===== config.mk =====
export PLATFORM = sky130hd
export DESIGN_NAME = oms_ctrl
export DESIGN_NICKNAME = d
export VERILOG_FILES = /design/src/inc/oms_pkg.sv /design/src/core/oms_ctrl.sv /design/src/core/oms_timer.sv
export SDC_FILE = /design/constraint.sdc
export NUM_CORES = 1
export LEC_CHECK = 0
export BUFFER_PORTS_ARGS = -buffer_cell sky130_fd_sc_hd__buf_2
export CAP_MARGIN = 15
export CORE_MARGIN = 4
export CORE_UTILIZATION = 49
export DETAILED_ROUTE_END_ITERATION = 10
export GPL_ROUTABILITY_DRIVEN = 0
export PLACE_DENSITY = 0.72
export SYNTH_ARGS = -nofsm -noshare
export SYNTH_HDL_FRONTEND = slang
export SYNTH_SLANG_ARGS = --single-unit

===== constraint.sdc =====
create_clock -name I_REF_CLK -period 4.9 [get_ports I_REF_CLK]
set_input_delay 0.49 -clock I_REF_CLK [delete_from_list [all_inputs] [get_ports I_REF_CLK]]
set_output_delay 0.49 -clock I_REF_CLK [all_outputs]
set_load 0.05 [all_outputs]

===== src/inc/oms_pkg.sv =====
// package of constants and carrier types for the memory mode controller
// assumes a 40 MHz reference clock and one attached one-time-programmable part
package oms_pkg;

    // ****************************************
    // array geometry
    // ****************************************
    localparam int ADDR_W = 15;
    localparam int DATA_W = 8;
    localparam logic [DATA_W-1:0] ERASED_BYTE = 8'hff;
    localparam int ID_SEL_BIT = 0;
    localparam int PARITY_BIT = 7;

    // ****************************************
    // timing
    // ****************************************
    localparam int CLK_MHZ = 40;
    localparam int CLK_NS = 25;
    localparam int PULSE_US = 100;
    localparam int PULSE_CYC = PULSE_US * CLK_MHZ;
    localparam int ACCESS_NS = 150;
    localparam int ACCESS_CYC = (ACCESS_NS + CLK_NS - 1) / CLK_NS;
    localparam int SETUP_NS = 50;
    localparam int SETUP_CYC = (SETUP_NS + CLK_NS - 1) / CLK_NS;
    localparam int SYNC_STAGES = 2;
    localparam int SAMPLE_CYC = ACCESS_CYC + SYNC_STAGES + 1;
    localparam int TURN_CYC = 1;
    localparam int MAX_PULSES = 25;
    localparam int TMR_W = 12;
    localparam int PCNT_W = 5;

    // ****************************************
    // commands and states
    // ****************************************
    typedef enum logic [1:0] {
        CMD_READ = 2'h0,
        CMD_PROGRAM = 2'h1,
        CMD_IDENTIFY = 2'h2,
        CMD_CHECK = 2'h3
    } oms_cmd_t;

    typedef enum logic [2:0] {
        ST_IDLE = 3'h0,
        ST_SETUP = 3'h1,
        ST_PULSE = 3'h3,
        ST_TURN = 3'h2,
        ST_SAMPLE = 3'h6
    } oms_state_t;

    typedef struct packed {
        oms_cmd_t cmd;
        logic [ADDR_W-1:0] addr;
        logic [DATA_W-1:0] data;
    } oms_req_t;

    typedef struct packed {
        logic [DATA_W-1:0] data;
        logic [DATA_W-1:0] ident;
        logic [PCNT_W-1:0] pulses;
        logic fail;
    } oms_rsp_t;

endpackage


===== src/core/oms_ctrl.sv =====
// host-side controller driving the pins of a 32k x 8 one-time-programmable memory
// assumes the testbench resolves the data wire from O_DATA and O_DATA_OE_N
// assumes requests come from logic on I_REF_CLK and I_DATA comes from the pins

// Function
// - whole byte driven in parallel while programming
// - 100 us select pulses, repeated until the location verifies
// - at most 25 pulses per address
// - final read-back under normal read conditions
// - verify reads with programming supply still raised
// - identify level on O_IDENT_EN, step bit 0
// - other address lines low while identifying
// - gate used as read strobe, no contention
module oms_ctrl
    import oms_pkg::*;
(
    input wire logic I_REF_CLK,
    input wire logic I_RESET_N,
    input wire logic I_REQ_VALID,
    input wire oms_req_t I_REQ,
    output logic O_REQ_READY,
    output logic O_RSP_VALID,
    output oms_rsp_t O_RSP,
    output logic [ADDR_W-1:0] O_ADDR,
    output logic [DATA_W-1:0] O_DATA,
    output logic O_DATA_OE_N,
    input wire logic [DATA_W-1:0] I_DATA,
    output logic O_SELECT_N,
    output logic O_GATE_N,
    output logic O_PROG_EN,
    output logic O_IDENT_EN
);

    // ****************************************
    // helpers
    // ****************************************
    // true for the command that raises the programming supply
    function automatic logic is_prog(input oms_cmd_t c);
        return (c == CMD_PROGRAM);
    endfunction

    // true when a byte holds an odd number of ones
    function automatic logic odd_parity(input logic [DATA_W-1:0] b);
        return ^b;
    endfunction

    // ****************************************
    // declarations
    // ****************************************
    logic rst_meta_q;
    logic rst_sync_n_q;
    logic [DATA_W-1:0] din_meta_q;
    logic [DATA_W-1:0] din_sync_q;
    oms_state_t state_q;
    oms_state_t state_d;
    oms_req_t req_q;
    oms_req_t req_d;
    logic [PCNT_W-1:0] pcnt_q;
    logic [PCNT_W-1:0] pcnt_d;
    logic rsp_valid_q;
    logic rsp_valid_d;
    oms_rsp_t rsp_q;
    oms_rsp_t rsp_d;
    logic [ADDR_W-1:0] addr_q;
    logic [ADDR_W-1:0] addr_d;
    logic [DATA_W-1:0] dout_q;
    logic [DATA_W-1:0] dout_d;
    logic dout_oe_n_q;
    logic dout_oe_n_d;
    logic sel_n_q;
    logic sel_n_d;
    logic gate_n_q;
    logic gate_n_d;
    logic prog_q;
    logic prog_d;
    logic ident_q;
    logic ident_d;
    logic tmr_load;
    logic [TMR_W-1:0] tmr_count;
    logic tmr_expired;
    logic verified;
    logic [TMR_W-1:0] low_len_q;
    logic [TMR_W-1:0] low_len_d;

    // ****************************************
    // synchronisers
    // ****************************************
    // reset asserts at once and releases two edges later
    always_ff @(posedge I_REF_CLK or negedge I_RESET_N) begin
        if (!I_RESET_N) begin
            rst_meta_q <= 1'b0;
            rst_sync_n_q <= 1'b0;
        end else begin
            rst_meta_q <= 1'b1;
            rst_sync_n_q <= rst_meta_q;
        end
    end

    // data pins come from outside, only the second stage is read
    always_ff @(posedge I_REF_CLK or negedge rst_sync_n_q) begin
        if (!rst_sync_n_q) begin
            din_meta_q <= ERASED_BYTE;
            din_sync_q <= ERASED_BYTE;
        end else begin
            din_meta_q <= I_DATA;
            din_sync_q <= din_meta_q;
        end
    end

    // ****************************************
    // interval timer
    // ****************************************
    // reload whenever a timed state is entered
    assign tmr_load = (state_d != state_q) && (state_d != ST_IDLE);

    // length of each timed state
    always_comb begin
        tmr_count = TMR_W'(TURN_CYC);
        unique case (state_d)
            ST_SETUP: tmr_count = TMR_W'(SETUP_CYC);
            ST_PULSE: tmr_count = TMR_W'(PULSE_CYC);
            ST_SAMPLE: tmr_count = TMR_W'(SAMPLE_CYC);
            default: tmr_count = TMR_W'(TURN_CYC);
        endcase
    end

    oms_timer i_timer (
        .i_clk(I_REF_CLK),
        .i_rst_n(rst_sync_n_q),
        .i_load(tmr_load),
        .i_count(tmr_count),
        .o_expired(tmr_expired)
    );

    // ****************************************
    // sequencer
    // ****************************************
    // sampled byte against the byte asked for
    assign verified = (din_sync_q == req_q.data);

    // next state, pulse count and response
    always_comb begin
        state_d = state_q;
        req_d = req_q;
        pcnt_d = pcnt_q;
        rsp_valid_d = 1'b0;
        rsp_d = rsp_q;
        unique case (state_q)
            ST_IDLE: begin
                if (I_REQ_VALID) begin
                    req_d = I_REQ;
                    pcnt_d = '0;
                    state_d = ST_SETUP;
                end
            end
            ST_SETUP: begin
                if (tmr_expired) begin
                    if (is_prog(req_q.cmd)) begin
                        pcnt_d = pcnt_q + PCNT_W'(1);
                        state_d = ST_PULSE;
                    end else begin
                        state_d = ST_TURN;
                    end
                end
            end
            ST_PULSE: begin
                if (tmr_expired) begin
                    state_d = ST_TURN;
                end
            end
            ST_TURN: begin
                if (tmr_expired) begin
                    state_d = ST_SAMPLE;
                end
            end
            ST_SAMPLE: begin
                if (tmr_expired) begin
                    // another pulse only while under the limit
                    if (is_prog(req_q.cmd) && !verified && (pcnt_q < PCNT_W'(MAX_PULSES))) begin
                        state_d = ST_SETUP;
                    end else begin
                        state_d = ST_IDLE;
                        rsp_valid_d = 1'b1;
                        rsp_d.data = din_sync_q;
                        rsp_d.ident = (req_q.cmd == CMD_IDENTIFY) ? din_sync_q : '0;
                        rsp_d.pulses = pcnt_q;
                        unique case (req_q.cmd)
                            CMD_PROGRAM: rsp_d.fail = !verified;
                            CMD_CHECK: rsp_d.fail = !verified;
                            CMD_IDENTIFY: rsp_d.fail = !odd_parity(din_sync_q);
                            CMD_READ: rsp_d.fail = 1'b0;
                        endcase
                    end
                end
            end
            default: state_d = ST_IDLE;
        endcase
    end

    always_ff @(posedge I_REF_CLK or negedge rst_sync_n_q) begin
        if (!rst_sync_n_q) begin
            state_q <= ST_IDLE;
            req_q <= '0;
            pcnt_q <= '0;
            rsp_valid_q <= 1'b0;
            rsp_q <= '0;
        end else begin
            state_q <= state_d;
            req_q <= req_d;
            pcnt_q <= pcnt_d;
            rsp_valid_q <= rsp_valid_d;
            rsp_q <= rsp_d;
        end
    end

    // ****************************************
    // pin drive
    // ****************************************
    // pins follow the next state so they line up with it
    always_comb begin
        prog_d = 1'b0;
        ident_d = 1'b0;
        addr_d = addr_q;
        dout_d = req_d.data;
        if (state_d != ST_IDLE) begin
            prog_d = is_prog(req_d.cmd);
            ident_d = (req_d.cmd == CMD_IDENTIFY);
            addr_d = ident_d ? ADDR_W'(req_d.addr[ID_SEL_BIT]) : req_d.addr;
        end
        // data held through the turn so the pulse edge sees it
        dout_oe_n_d = !(prog_d && ((state_d == ST_SETUP) || (state_d == ST_PULSE) || (state_d == ST_TURN)));
        // select low only for the pulse or for a plain read
        sel_n_d = !((state_d == ST_PULSE) ||
                    (!prog_d && ((state_d == ST_TURN) || (state_d == ST_SAMPLE))));
        gate_n_d = !(state_d == ST_SAMPLE);
    end

    always_ff @(posedge I_REF_CLK or negedge rst_sync_n_q) begin
        if (!rst_sync_n_q) begin
            addr_q <= '0;
            dout_q <= '0;
            dout_oe_n_q <= 1'b1;
            sel_n_q <= 1'b1;
            gate_n_q <= 1'b1;
            prog_q <= 1'b0;
            ident_q <= 1'b0;
        end else begin
            addr_q <= addr_d;
            dout_q <= dout_d;
            dout_oe_n_q <= dout_oe_n_d;
            sel_n_q <= sel_n_d;
            gate_n_q <= gate_n_d;
            prog_q <= prog_d;
            ident_q <= ident_d;
        end
    end

    // outputs
    assign O_REQ_READY = (state_q == ST_IDLE);
    assign O_RSP_VALID = rsp_valid_q;
    assign O_RSP = rsp_q;
    assign O_ADDR = addr_q;
    assign O_DATA = dout_q;
    assign O_DATA_OE_N = dout_oe_n_q;
    assign O_SELECT_N = sel_n_q;
    assign O_GATE_N = gate_n_q;
    assign O_PROG_EN = prog_q;
    assign O_IDENT_EN = ident_q;

    // ****************************************
    // assertions
    // ****************************************
    // length of the current programming pulse in cycles
    always_comb begin
        low_len_d = (!O_SELECT_N && O_PROG_EN) ? low_len_q + TMR_W'(1) : '0;
    end

    always_ff @(posedge I_REF_CLK or negedge rst_sync_n_q) begin
        if (!rst_sync_n_q) begin
            low_len_q <= '0;
        end else begin
            low_len_q <= low_len_d;
        end
    end
endmodule


===== src/core/oms_timer.sv =====
// down counter that flags when a loaded interval has run out
// assumes a synchronous caller that reloads it on every wait it starts
module oms_timer
    import oms_pkg::*;
(
    input wire logic i_clk,
    input wire logic i_rst_n,
    input wire logic i_load,
    input wire logic [TMR_W-1:0] i_count,
    output logic o_expired
);

    logic [TMR_W-1:0] cnt_q;
    logic [TMR_W-1:0] cnt_d;

    // ****************************************
    // count
    // ****************************************
    // loading n makes expiry visible exactly n cycles later
    always_comb begin
        cnt_d = cnt_q;
        if (i_load) begin
            cnt_d = i_count - TMR_W'(1);
        end else if (cnt_q != '0) begin
            cnt_d = cnt_q - TMR_W'(1);
        end
    end

    always_ff @(posedge i_clk or negedge i_rst_n) begin
        if (!i_rst_n) begin
            cnt_q <= '0;
        end else begin
            cnt_q <= cnt_d;
        end
    end

    assign o_expired = (cnt_q == '0);

endmodule


After elaboration in Yosys (flattened, before gate mapping) --
Cells that the tools add are included.
Operators by class: $add $sub $neg 3, multipliers 0, div/mod/pow operators 0, magnitude comparators 1, equality and inequality tests 18, shift-type cells 0, muxes and demuxes 25, bitwise logic cells 1, reduce and logical (&&, ||, !) cells 27
Operator list (number):
- $mux 25 | 2
- $pmux 12 s3 | 1
- $mux 12 | 2
- $sub 12x1->12 const B | 2
- $mux 15 | 1
- $mux 3 | 5
- $mux 5 | 3
- $pmux 3 s5 | 1
- $eq 3x2->1 const B | 4
- $logic_not 12->1 | 1
- $reduce_bool 12->1 | 1
- $pmux 5 s2 | 1
- $eq 8x8->1 | 1
- $mux 8 | 1
- $reduce_xor 8->1 | 1
- $mux 1 | 7
- $eq 2x2->1 const B | 3
- $eq 3x1->1 const B | 2
- $eq 3x3->1 const B | 2
- $logic_not 1->1 | 6
- $add 5x1->5 const B | 1
- $logic_and 1x1->1 | 5
- $lt 5x5->1 const B | 1
- $eq 2x1->1 const B | 2
- 14 further kinds | 19
Word-level totals: flip-flop bits (word level) 106, latch bits 0, memory bits (writable) 0, bits in read-only memories 0, bits of input ports 36, output and inout bits 52, word-level logic and storage cells 96, memories 0

Longest topological paths before layout --
Gate-level depths: netlist of run 1.
word-level depth 13, gate-level depth with buffers 13

By module --
From an unflattened synthesis of run 1, not the netlist that was laid out.
Second synthesis, totals: cell total of the unflattened synthesis 426, area, all modules 4976.0 um^2
Modules (own cells, without submodules):
- oms_ctrl | times used 1, cells each 319, area each 4067.7 um^2, sequential area each 2376.0 um^2
- oms_timer | times used 1, cells each 107, area each 908.4 um^2, sequential area each 300.3 um^2

Least setup slack after synthesis of run 1 --
OpenSTA, ideal clock, no wires.
kind reg2reg, start register i_timer.cnt_q[3], end register i_timer.cnt_q[8], library setup time 0.094 ns, data arrival time 2.599 ns, data required time 4.806 ns, setup slack 2.207 ns, cell stages (with the launch flop) 12, cells stage by stage dfrtp_1 > nor4_4 > nand4_2 > a21oi_1 > o21a_1 > a21boi_4 > o21ai_1 > ha_1 > clkbuf_1 > a31oi_1 > a21oi_1 > a211oi_1
On the way: cells in the longest elaborated chain, start to end 7, elaborated cells between the ends (all ways) 19
RTL lines:
- start, declared | line oms_timer.sv:13 | logic [TMR_W-1:0] cnt_q;
- start signal, assigned | line oms_timer.sv:33 | cnt_q <= cnt_d;
- $logic_not 12->1 | line oms_timer.sv:37 | assign o_expired = (cnt_q == '0);
- $mux 3 (on tied branches)
- $pmux 3 s5 | line oms_ctrl.sv:148 | unique case (state_q)
- $eq 3x3->1 (tied with other cells) | line oms_ctrl.sv:119 | unique case (state_d)
- $pmux 12 s3 | line oms_ctrl.sv:119
- $sub 12x1->12 | line oms_timer.sv:23 | cnt_d = i_count - TMR_W'(1);
- $mux 12 | line oms_timer.sv:22 | if (i_load) begin
Several ways; a longest one is shown, not always the timed one. The select of a mux whose other input is x is not followed. A chain may end at the register's enable or synchronous reset.

Worst setup path in the final report of run 1 --
start register state_q[2], end register i_timer.cnt_q[10]
On the way: cells in the longest elaborated chain, start to end 6, elaborated cells between the ends (all ways) 21
RTL lines:
- start, declared | line oms_ctrl.sv:54 | oms_state_t state_q;
- start signal, assigned | line oms_ctrl.sv:208 | state_q <= state_d;
- $eq 3x3->1 (tied with other cells) | line oms_ctrl.sv:148
- $pmux 3 s5 * | line oms_ctrl.sv:148
- net state_d[0] | line oms_ctrl.sv:55 | oms_state_t state_d;
- $eq 3x3->1 (tied with other cells) | line oms_ctrl.sv:119
- $pmux 12 s3 | line oms_ctrl.sv:119
- $sub 12x1->12 | line oms_timer.sv:23
- $mux 12 | line oms_timer.sv:22
The timed path passes the listed nets; every way through them passes the cells marked *.

==> results.sh, run 1 <==
export IMPL_total_power_mw=3.29
export IMPL_skew_ns=0.0112
export IMPL_drtIter0Drc=220
export IMPL_die_area_um2=11100
export IMPL_crit_path_end_kind="register"
export IMPL_synthCells=440
export IMPL_final_period_utilization=0.729
export IMPL_drc=0
export IMPL_ys_async_sr_fraction=1.00
export IMPL_fmax_mhz=280
export IMPL_path_class="register to register"
export IMPL_clockRootBuffer="clkbuf_8"
export IMPL_syn_cell_area_um2=4630
export IMPL_antenna_found_initial=1
export IMPL_n_antenna_cell=0
export IMPL_ir_worst_vdd_mv=0.393
export IMPL_routed_wl_um=9750
export IMPL_period_needed_ns=3.57
export IMPL_cts_buffers=9
export IMPL_grt_setup_unrepaired="no"
export IMPL_netlist_cell_type_count=61
export IMPL_grt_ovfl_total=0
export IMPL_start_util=0.503
export IMPL_coreArea_um2=9200
export IMPL_cts_tree="done"
export IMPL_num_nets_final=550
export IMPL_finalSetupViolCount=0
export IMPL_grt_use_total=0.186
export IMPL_syn_to_final_growth_pct=13.8
export IMPL_worstPathRequired_ns=5.15
export IMPL_grt_pass1_vias=3256
export IMPL_cts_resized=0
export IMPL_pwr_density_cell_nw_per_um2=625
export IMPL_grt_max_degree=68
export IMPL_io_buffers=87
export IMPL_use_met1=0.260
export IMPL_drt_pass1_iter_count=6
export IMPL_drive_gt1_frac=0.279
export IMPL_relSlewSlack=0.249
export IMPL_placed_area_um2=5060
export IMPL_final_common_cell="nand2_1"
export IMPL_synth_ff_type="dfrtp_1"
export IMPL_cts_buffer_depth=2
export IMPL_cts_num_sinks=106
export IMPL_final_cell_mix="nand2_1 (107), buf_2 (87), dfrtp_1 (86), o21ai_0 (30), nor2_1 (27)"
export IMPL_ys_seq_area_frac=0.579
export IMPL_start_kind="register"
export IMPL_avgViaCountPerCell=5.40
export IMPL_wl_per_cell_um=15.5
export IMPL_min_path_type="input port to register"
export IMPL_dp_hpwl_um=6920
export IMPL_syn_nets=478
export IMPL_yosysWarnings=0
export IMPL_hold_viol_final=0
export IMPL_ant_nets=0
export IMPL_cts_max_level=3
export IMPL_dieHeight_um=105
export IMPL_synth_edf_count=0
export IMPL_outcome="completed"
export IMPL_grt_use_met2=0.285
export IMPL_cts_setup_buffers=0
export IMPL_report_final_slew_viol_count=0
export IMPL_clk_latency_ns=0.37
export IMPL_dieWidth_um=105
export IMPL_synth_avg_cell_area_um2=10.5
export IMPL_grt_pass1_wl_um=16400
export IMPL_globalRoute_busiestLayer="met2"
export IMPL_synth_seq_cells=106
export IMPL_final_setup_tns_ns=0
export IMPL_postLayoutCellArea_um2=5270
export IMPL_crit_fanout=12
export IMPL_post_route_util=0.573
export IMPL_ioPinCount=88
export IMPL_worst_slew_pin_slew_ns=1.12
export IMPL_globalRouteMet3Util=0.0506
export IMPL_power_leakage_nw=2.63
export IMPL_num_vias=3389
export IMPL_cp_arrival_ns=3.83
export IMPL_cap_violations=0
export IMPL_num_rows=35
export IMPL_clk_pin_slew_ns=0.10
layout make-up:
| type | instances | area, µm² |
|---|---|---|
| clock inverters | 6 | 48.8 |
| inverters | 3 | 11.3 |
| fillers | 807 | 3930 |
| multi-input cells | 300 | 1770 |
| well taps | 111 | 139 |
| repair buffers | 92 | 475 |
| clock buffers | 10 | 138 |
| flip-flops and latches | 106 | 2680 |
layer usage:
metal  share of wire  vias up
met2            0.46      111
li1                -     1625
met4           0.013        2
met5          0.0012        -
met3           0.060       11
met1            0.46     1640
synth_stat cells (5+ instances only):
cell type | number | area share
nand2_1 | 107 | 0.087
dfrtp_1 | 87 | 0.47
o21ai_0 | 30 | 0.032
nor2_1 | 27 | 0.022
a21oi_1 | 23 | 0.025
dfstp_2 | 19 | 0.11
mux2_1 | 12 | 0.029
xor2_1 | 12 | 0.023
buf_4 | 11 | 0.018
clkbuf_1 | 11 | 0.0089
xnor2_1 | 8 | 0.015
nor3_1 | 6 | 0.0065
a31oi_1 | 5 | 0.0068
buf_2 | 5 | 0.0054
nand2b_1 | 5 | 0.0068
nand4_1 | 5 | 0.0068
nor2b_1 | 5 | 0.0068
worst paths after layout:
check / start / to / slack [ns] / cells after the start
hold reg to reg: rst_sync_n_q / O_ADDR[1] / 0.30 / 0
hold / removal: I_DATA[4] / din_meta_q[4] / 0.22 / 1
setup / recovery: state_q[2] / i_timer.cnt_q[10] / 1.33 / 10
min in group asynchronous: rst_sync_n_q / O_ADDR[1] / 0.30 / 0
max in group asynchronous: rst_sync_n_q / req_q[18] / 3.42 / 1
setup reg to reg: state_q[2] / i_timer.cnt_q[10] / 1.33 / 10
kinds of logic after synthesis:
| logic type | count (synthesis) | synth area share |
|---|---|---|
| fa+ha+maj | 2 | 0.00541 |
| flops | 106 | 0.579 |
| compound gates | 84 | 0.119 |
| simple gates | 176 | 0.178 |
| buf+inv | 34 | 0.0395 |
| xor+xnor | 20 | 0.0379 |
| other cells | 1 | 0.000811 |
| mux | 17 | 0.0406 |
per-stage QoR:
| step | setup WS (ns) | std cells | hold WS (ns) |
|---|---|---|---|
| 5_1_grt | 1.08 | 628 | 0.187 |
| 3_5_place_dp | 1.31 | 610 | 0.279 |
| 2_1_floorplan | 1.76 | 440 | 0.194 |
| 3_3_place_gp | 1.48 | 610 | 0.274 |
| 4_1_cts | 1.31 | 627 | 0.198 |
| 6_report | 1.33 | 628 | 0.216 |
worst max-delay path, stage by stage (launching register included):
cell and delay [ns]:
dfrtp_1 0.52, nor4b_2 1.00, nor2_1 0.19, a21o_1 0.30, nand2b_1 0.15, nand2_1 0.06
o21ai_1 0.10, ha_1 0.38, nand2_1 0.15, o41a_1 0.34, a211o_1 0.29
timing repair:
item	in CTS	in global routing
setup endpoints to repair	0	0
endpoints found under the hold margin	2	0
hold buffers	1	0
where the power goes:
part	total, mW	switching, mW	internal (mW)	leakage [nW]
Clock	0.503	0.299	0.204	0.0972
Combinational	1.44	1.00	0.441	1.20
Sequential	1.34	0.201	1.14	1.33
sequential cells by signal, summed over array words and instances (netlist names):
register / flops
O_RSP: 22
req_q: 17
O_ADDR: 15
i_timer.cnt_q: 12
O_DATA: 8
din_meta_q: 8
din_sync_q: 8
pcnt_q: 5
state_q: 3
O_DATA_OE_N: 1
O_GATE_N: 1
O_IDENT_EN: 1
O_PROG_EN: 1
O_RSP_VALID: 1
O_SELECT_N: 1
rst_meta_q: 1
rst_sync_n_q: 1
Note: power is estimated with default switching activity, not from simulation.
==> run 2, diff against run 1 <==
==> constraint.sdc (replaced) <==
create_clock -name I_REF_CLK -period 3.4 [get_ports I_REF_CLK]
set_input_delay 0.34 -clock I_REF_CLK [delete_from_list [all_inputs] [get_ports I_REF_CLK]]
set_output_delay 0.34 -clock I_REF_CLK [all_outputs]
set_load 0.05 [all_outputs]
==> run 2 against run 1 <==
Combinational power grew 48%. Count of clock-buffer cells in the layout grew 2. Critical path depth is the same. Utilization grew 0.56 points. Via count is 0.83% higher. Sequential cell count unchanged. Clock power increased by 39%. Sequential share of layout area decreased by 0.49 points. Critical endpoint unchanged. Largest cell class unchanged.
==> results.sh, run 2 (synthesis gave the netlist of run 1 again) <==
export IMPL_power_leakage_nw=2.66
export IMPL_grt_pass1_vias=3368
export IMPL_drtIter0Drc=190
export IMPL_die_area_um2=11100
export IMPL_finalSetupViolCount=0
export IMPL_dieHeight_um=105
export IMPL_cts_resized=0
export IMPL_cts_hold_buffers=1
export IMPL_wl_per_cell_um=15.4
export IMPL_drive_gt1_frac=0.285
export IMPL_fillers=796
export IMPL_ioPinCount=88
export IMPL_final_cell_mix="nand2_1 (107), buf_2 (87), dfrtp_1 (86), o21ai_0 (30), nor2_1 (27)"
export IMPL_worst_slew_pin_slew_ns=1.01
export IMPL_dp_cells=620
export IMPL_coreArea_um2=9200
export IMPL_path_class="register to register"
export IMPL_worstPathRequired_ns=3.65
export IMPL_min_path_type="input port to register"
export IMPL_relSlewSlack=0.326
export IMPL_clk_latency_ns=0.36
export IMPL_final_common_cell="nand2_1"
export IMPL_fin_cells=637
export IMPL_crit_top_cell="nand2_1"
export IMPL_crit_fanout=10
export IMPL_cts_buffer_depth=2
export IMPL_slowest_delay_ns=0.48
export IMPL_placed_area_um2=5140
export IMPL_dp_hpwl_um=7030
export IMPL_crit_slowest_cell="nor4_4"
export IMPL_ir_worst_vdd_mv=0.487
export IMPL_crit_chain="nor4_4 -> nand4_2 -> a2111oi_4 -> nand2b_1 -> nand2_1 -> o21ai_1 -> ha_1 -> nand2_1 -> o41a_1 -> a211o_1"
export IMPL_start_util=0.503
export IMPL_multi_input_area_um2=1770
export IMPL_grt_ovfl_total=0
export IMPL_seq_area_um2=2680
export IMPL_cp_arrival_ns=3.35
export IMPL_cts_num_sinks=106
export IMPL_skew_ns=0.0128
export IMPL_avgViaCountPerCell=5.36
export IMPL_num_nets_final=559
export IMPL_report_final_slew_viol_count=0
export IMPL_routed_wl_um=9800
export IMPL_final_period_utilization=0.913
export IMPL_syn_to_final_growth_pct=14.9
export IMPL_largest_register_ffs=22
export IMPL_cts_tree="done"
export IMPL_cap_violations=0
export IMPL_dieWidth_um=105
export IMPL_hold_viol_final=0
export IMPL_cts_setup_buffers=0
export IMPL_num_vias=3417
export IMPL_postLayoutCellArea_um2=5320
export IMPL_drc=0
export IMPL_num_rows=35
export IMPL_grt_use_total=0.186
export IMPL_cts_buffers=9
export IMPL_clockRootBuffer="clkbuf_8"
export IMPL_cts_max_level=3
export IMPL_antenna_found_initial=0
export IMPL_io_buffers=87
export IMPL_crit_path_end_kind="register"
export IMPL_start_kind="register"
export IMPL_clk_pin_slew_ns=0.10
export IMPL_outcome="completed"
export IMPL_pwr_density_cell_nw_per_um2=894
export IMPL_n_antenna_cell=0
export IMPL_period_needed_ns=3.10
export IMPL_ant_nets=0
export IMPL_grt_max_degree=81
export IMPL_fmax_mhz=322
export IMPL_grt_setup_unrepaired="no"
export IMPL_post_route_util=0.578
export IMPL_drt_pass1_iter_count=5
export IMPL_final_setup_tns_ns=0
export IMPL_grt_pass1_wl_um=16500
## run 2: critical path: cells and delay by family, from the launching register on
family | cells | cell delay (ns)
adders and majority gates | 1 | 0.22
and+or+nand+nor | 5 | 1.23
DFF | 1 | 0.47
AOI/OAI and AO/OA | 4 | 1.09
## run 2: worst paths after layout
path / startpoint / end / slack [ns] / depth (start not counted)
worst max register to register: i_timer.cnt_q[2] / i_timer.cnt_q[10] / 0.30 / 10
worst min-delay path: I_DATA[3] / din_meta_q[3] / 0.07 / 1
worst min register to register: din_meta_q[4] / din_sync_q[4] / 0.36 / 0
worst max-delay path: i_timer.cnt_q[2] / i_timer.cnt_q[10] / 0.30 / 10
min in group asynchronous: I_RESET_N / rst_sync_n_q / 0.28 / 2
max in group asynchronous: rst_sync_n_q / din_sync_q[6] / 2.04 / 1
## run 2: final cells by class
class | instances | area share
sequential | 106 | 0.504
clock buffer | 12 | 0.0254
inverter | 3 | 0.00212
tap | 111 | 0.0261
timing repair buffer | 101 | 0.102
clock inverter | 4 | 0.00659
multi-input combinational | 300 | 0.333
## run 2: per-stage QoR
step / hold WS (ns) / setup slack (ns) / power, mW
floorplan: 0.0444 / 0.262 / 3.63
finish: 0.0717 / 0.295 / 4.75
global placement: 0.124 / 0.445 / 4.02
global route: 0.0395 / 0.0761 / 5.08
detailed placement: 0.126 / 0.342 / 4.08
CTS: 0.0599 / 0.330 / 4.78
## run 2: power breakdown
part	switching, mW	internal, mW	total, mW
combinational	1.46	0.670	2.13
clock	0.422	0.276	0.699
sequential	0.278	1.64	1.92
## run 2: routing by layer
metal  global-route usage  wire length (µm)  up-vias
li1                     -                 -     1642
met1                0.259              4580     1650
met2                0.290              4520      114
met3               0.0420               588       11
met4               0.0562               112        0
met5                    0                 0        -
==> run 3, diff against run 2 <==
--- a/config.mk
+++ b/config.mk
@@ -7,7 +7,7 @@
 export LEC_CHECK = 0
 export BUFFER_PORTS_ARGS = -buffer_cell sky130_fd_sc_hd__buf_2
 export CAP_MARGIN = 15
-export CORE_MARGIN = 4
+export CORE_MARGIN = 1
 export CORE_UTILIZATION = 49
 export DETAILED_ROUTE_END_ITERATION = 10
 export GPL_ROUTABILITY_DRIVEN = 0
==> run 3 against run 2 <==
Setup slack gained 0.042 ns. Sequential share of layout area down 0.53 points. Sequential cell count unchanged. Die area fell by 11%. Critical path type unchanged. Critical endpoint unchanged. Largest cell class unchanged.
==> results.sh, run 3 (synthesis gave the netlist of run 1 again) <==
export IMPL_outcome="completed"
export IMPL_antenna_found_initial=0
export IMPL_avgViaCountPerCell=5.34
export IMPL_power_share_sequential=0.395
export IMPL_setup_ws_ns=0.337
export IMPL_final_setup_tns_ns=0
export IMPL_total_power_mw=4.89
export IMPL_cts_max_level=3
export IMPL_path_class="register to register"
export IMPL_wl_per_cell_um=15.2
export IMPL_cp_arrival_ns=3.32
export IMPL_clockRootBuffer="clkbuf_8"
export IMPL_finalSetupViolCount=0
export IMPL_crit_top_cell="nand2_1"
export IMPL_final_common_cell="nand2_1"
export IMPL_skew_ns=0.0127
export IMPL_final_period_utilization=0.901
export IMPL_grt_pass1_wl_um=16200
export IMPL_cts_tree="done"
export IMPL_slowest_delay_ns=0.44
export IMPL_report_final_slew_viol_count=0
export IMPL_relSlewSlack=0.288
export IMPL_cts_buffer_depth=2
export IMPL_cts_num_sinks=106
export IMPL_crit_slowest_cell="dfrtp_1"
export IMPL_grt_pass1_vias=3342
export IMPL_placed_area_um2=5110
export IMPL_ant_nets=0
export IMPL_dp_hpwl_um=6680
export IMPL_place_ws_ns=0.160
export IMPL_crit_family="compound AO/OA/AOI/OAI gates"
export IMPL_clk_pin_slew_ns=0.10
export IMPL_syn_to_final_growth_pct=16.1
export IMPL_hold_viol_final=0
export IMPL_fmax_mhz=327
export IMPL_num_rows=35
export IMPL_post_route_util=0.584
export IMPL_p_int_mw=2.69
export IMPL_reg2regPathDepth=10
export IMPL_clkPwrFrac=0.166
export IMPL_dieHeight_um=99.2
export IMPL_grt_setup_unrepaired="no"
export IMPL_r2r_end="i_timer.cnt_q[10]"
export IMPL_min_delay_start="I_DATA[1]"
export IMPL_drc=0
export IMPL_drt_pass1_iter_count=4
export IMPL_postLayoutCellArea_um2=5370
export IMPL_grt_use_total=0.210
export IMPL_switching_share=0.450
export IMPL_ioPinCount=88
export IMPL_cp_buffers_inverters=0
export IMPL_whs_endpoint="din_meta_q[1]"
export IMPL_dieWidth_um=99.2
export IMPL_die_area_um2=9830
export IMPL_cap_violations=0
export IMPL_crit_fanout=11
export IMPL_worst_slew_pin_slew_ns=1.07
export IMPL_r2r_start="i_timer.cnt_q[9]"
export IMPL_clk_latency_ns=0.37
export IMPL_pwr_share_comb=0.439
export IMPL_cts_buffers=9
export IMPL_critical_path_depth=10
export IMPL_fin_cells=637
export IMPL_drtIter0Drc=194
export IMPL_grt_max_degree=88
export IMPL_crit_chain="nor4_2 -> and4_1 -> nand2_1 -> o21ai_2 -> a21boi_4 -> o21ai_1 -> ha_2 -> nand2_1 -> o41a_1 -> a211o_1"
export IMPL_min_path_type="input port to register"
export IMPL_pwr_density_cell_nw_per_um2=909
export IMPL_worstHoldPathCells=1
export IMPL_power_leakage_nw=2.68
export IMPL_drive_gt1_frac=0.293
export IMPL_start_util=0.503
export IMPL_io_buffers=87
export IMPL_netSwitchingPower_mw=2.20
export IMPL_crit_path_end_kind="register"
export IMPL_start_kind="register"
export IMPL_r2r_slack_ns=0.34
export IMPL_grt_ovfl_total=0
export IMPL_coreArea_um2=9200
export IMPL_largest_register_ffs=22
export IMPL_dp_cells=616
export IMPL_worstPathRequired_ns=3.66
export IMPL_period_needed_ns=3.06
export IMPL_hold_worst_slack_ns=0.0658
export IMPL_final_cell_mix="nand2_1 (107), buf_2 (87), dfrtp_1 (86), o21ai_0 (30), nor2_1 (27)"
export IMPL_num_vias=3399
export IMPL_num_nets_final=559
export IMPL_n_antenna_cell=0
export IMPL_ir_worst_vdd_mv=0.599
export IMPL_routed_wl_um=9690
==> run 3: layer usage <==
metal / wire, µm / track usage / vias up
li1: - / - / 1636
met1: 4570 / 0.285 / 1640
met2: 4420 / 0.332 / 109
met3: 560 / 0.0562 / 14
met4: 136 / 0.0679 / 0
met5: 0 / 0 / -
==> run 3: worst reg2reg max path, delay by kind of cell, from the launching register on <==
kind,cells,cell delay (ns)
compound gates,5,1.18
fa+ha+maj,1,0.32
flops,1,0.44
simple gates,4,1.03
==> run 3: power by group through the flow <==
stage | registers [mW] | clock network (mW) | logic [mW]
floorplan | 2.24 | 0 | 1.39
global placement | 1.94 | 0 | 2.05
detailed placement | 1.96 | 0 | 2.08
CTS | 1.94 | 0.830 | 2.10
global route | 1.98 | 0.875 | 2.34
finish | 1.93 | 0.811 | 2.14
==> run 3: worst max path at each step <==
stage / to / slack, ns / startpoint
floorplan: O_ADDR[0] / 0.26 / rst_sync_n_q
global placement: i_timer.cnt_q[10] / 0.33 / i_timer.cnt_q[2]
detailed placement: i_timer.cnt_q[10] / 0.16 / i_timer.cnt_q[2]
CTS: i_timer.cnt_q[10] / 0.13 / i_timer.cnt_q[3]
global route: i_timer.cnt_q[10] / 0.06 / i_timer.cnt_q[9]
finish: i_timer.cnt_q[10] / 0.34 / i_timer.cnt_q[9]
==> run 3: what timing repair did <==
action                                  4_1_cts  5_1_grt
resized for setup                             0        1
endpoints found under the hold margin         2        0
hold buffers                                  1        0
endpoints found under the setup margin        0        2
setup buffers                                 0        3
==> run 3: area by class of cell <==
class / instances / area, µm²
Timing Repair Buffer: 101 / 556
Clock buffer: 10 / 138
Inverter: 3 / 11.3
Clock inverter: 6 / 73.8
Fill cell: 821 / 3820
Multi-Input combinational cell: 300 / 1780
Sequential cell: 106 / 2680
Tap cell: 111 / 139
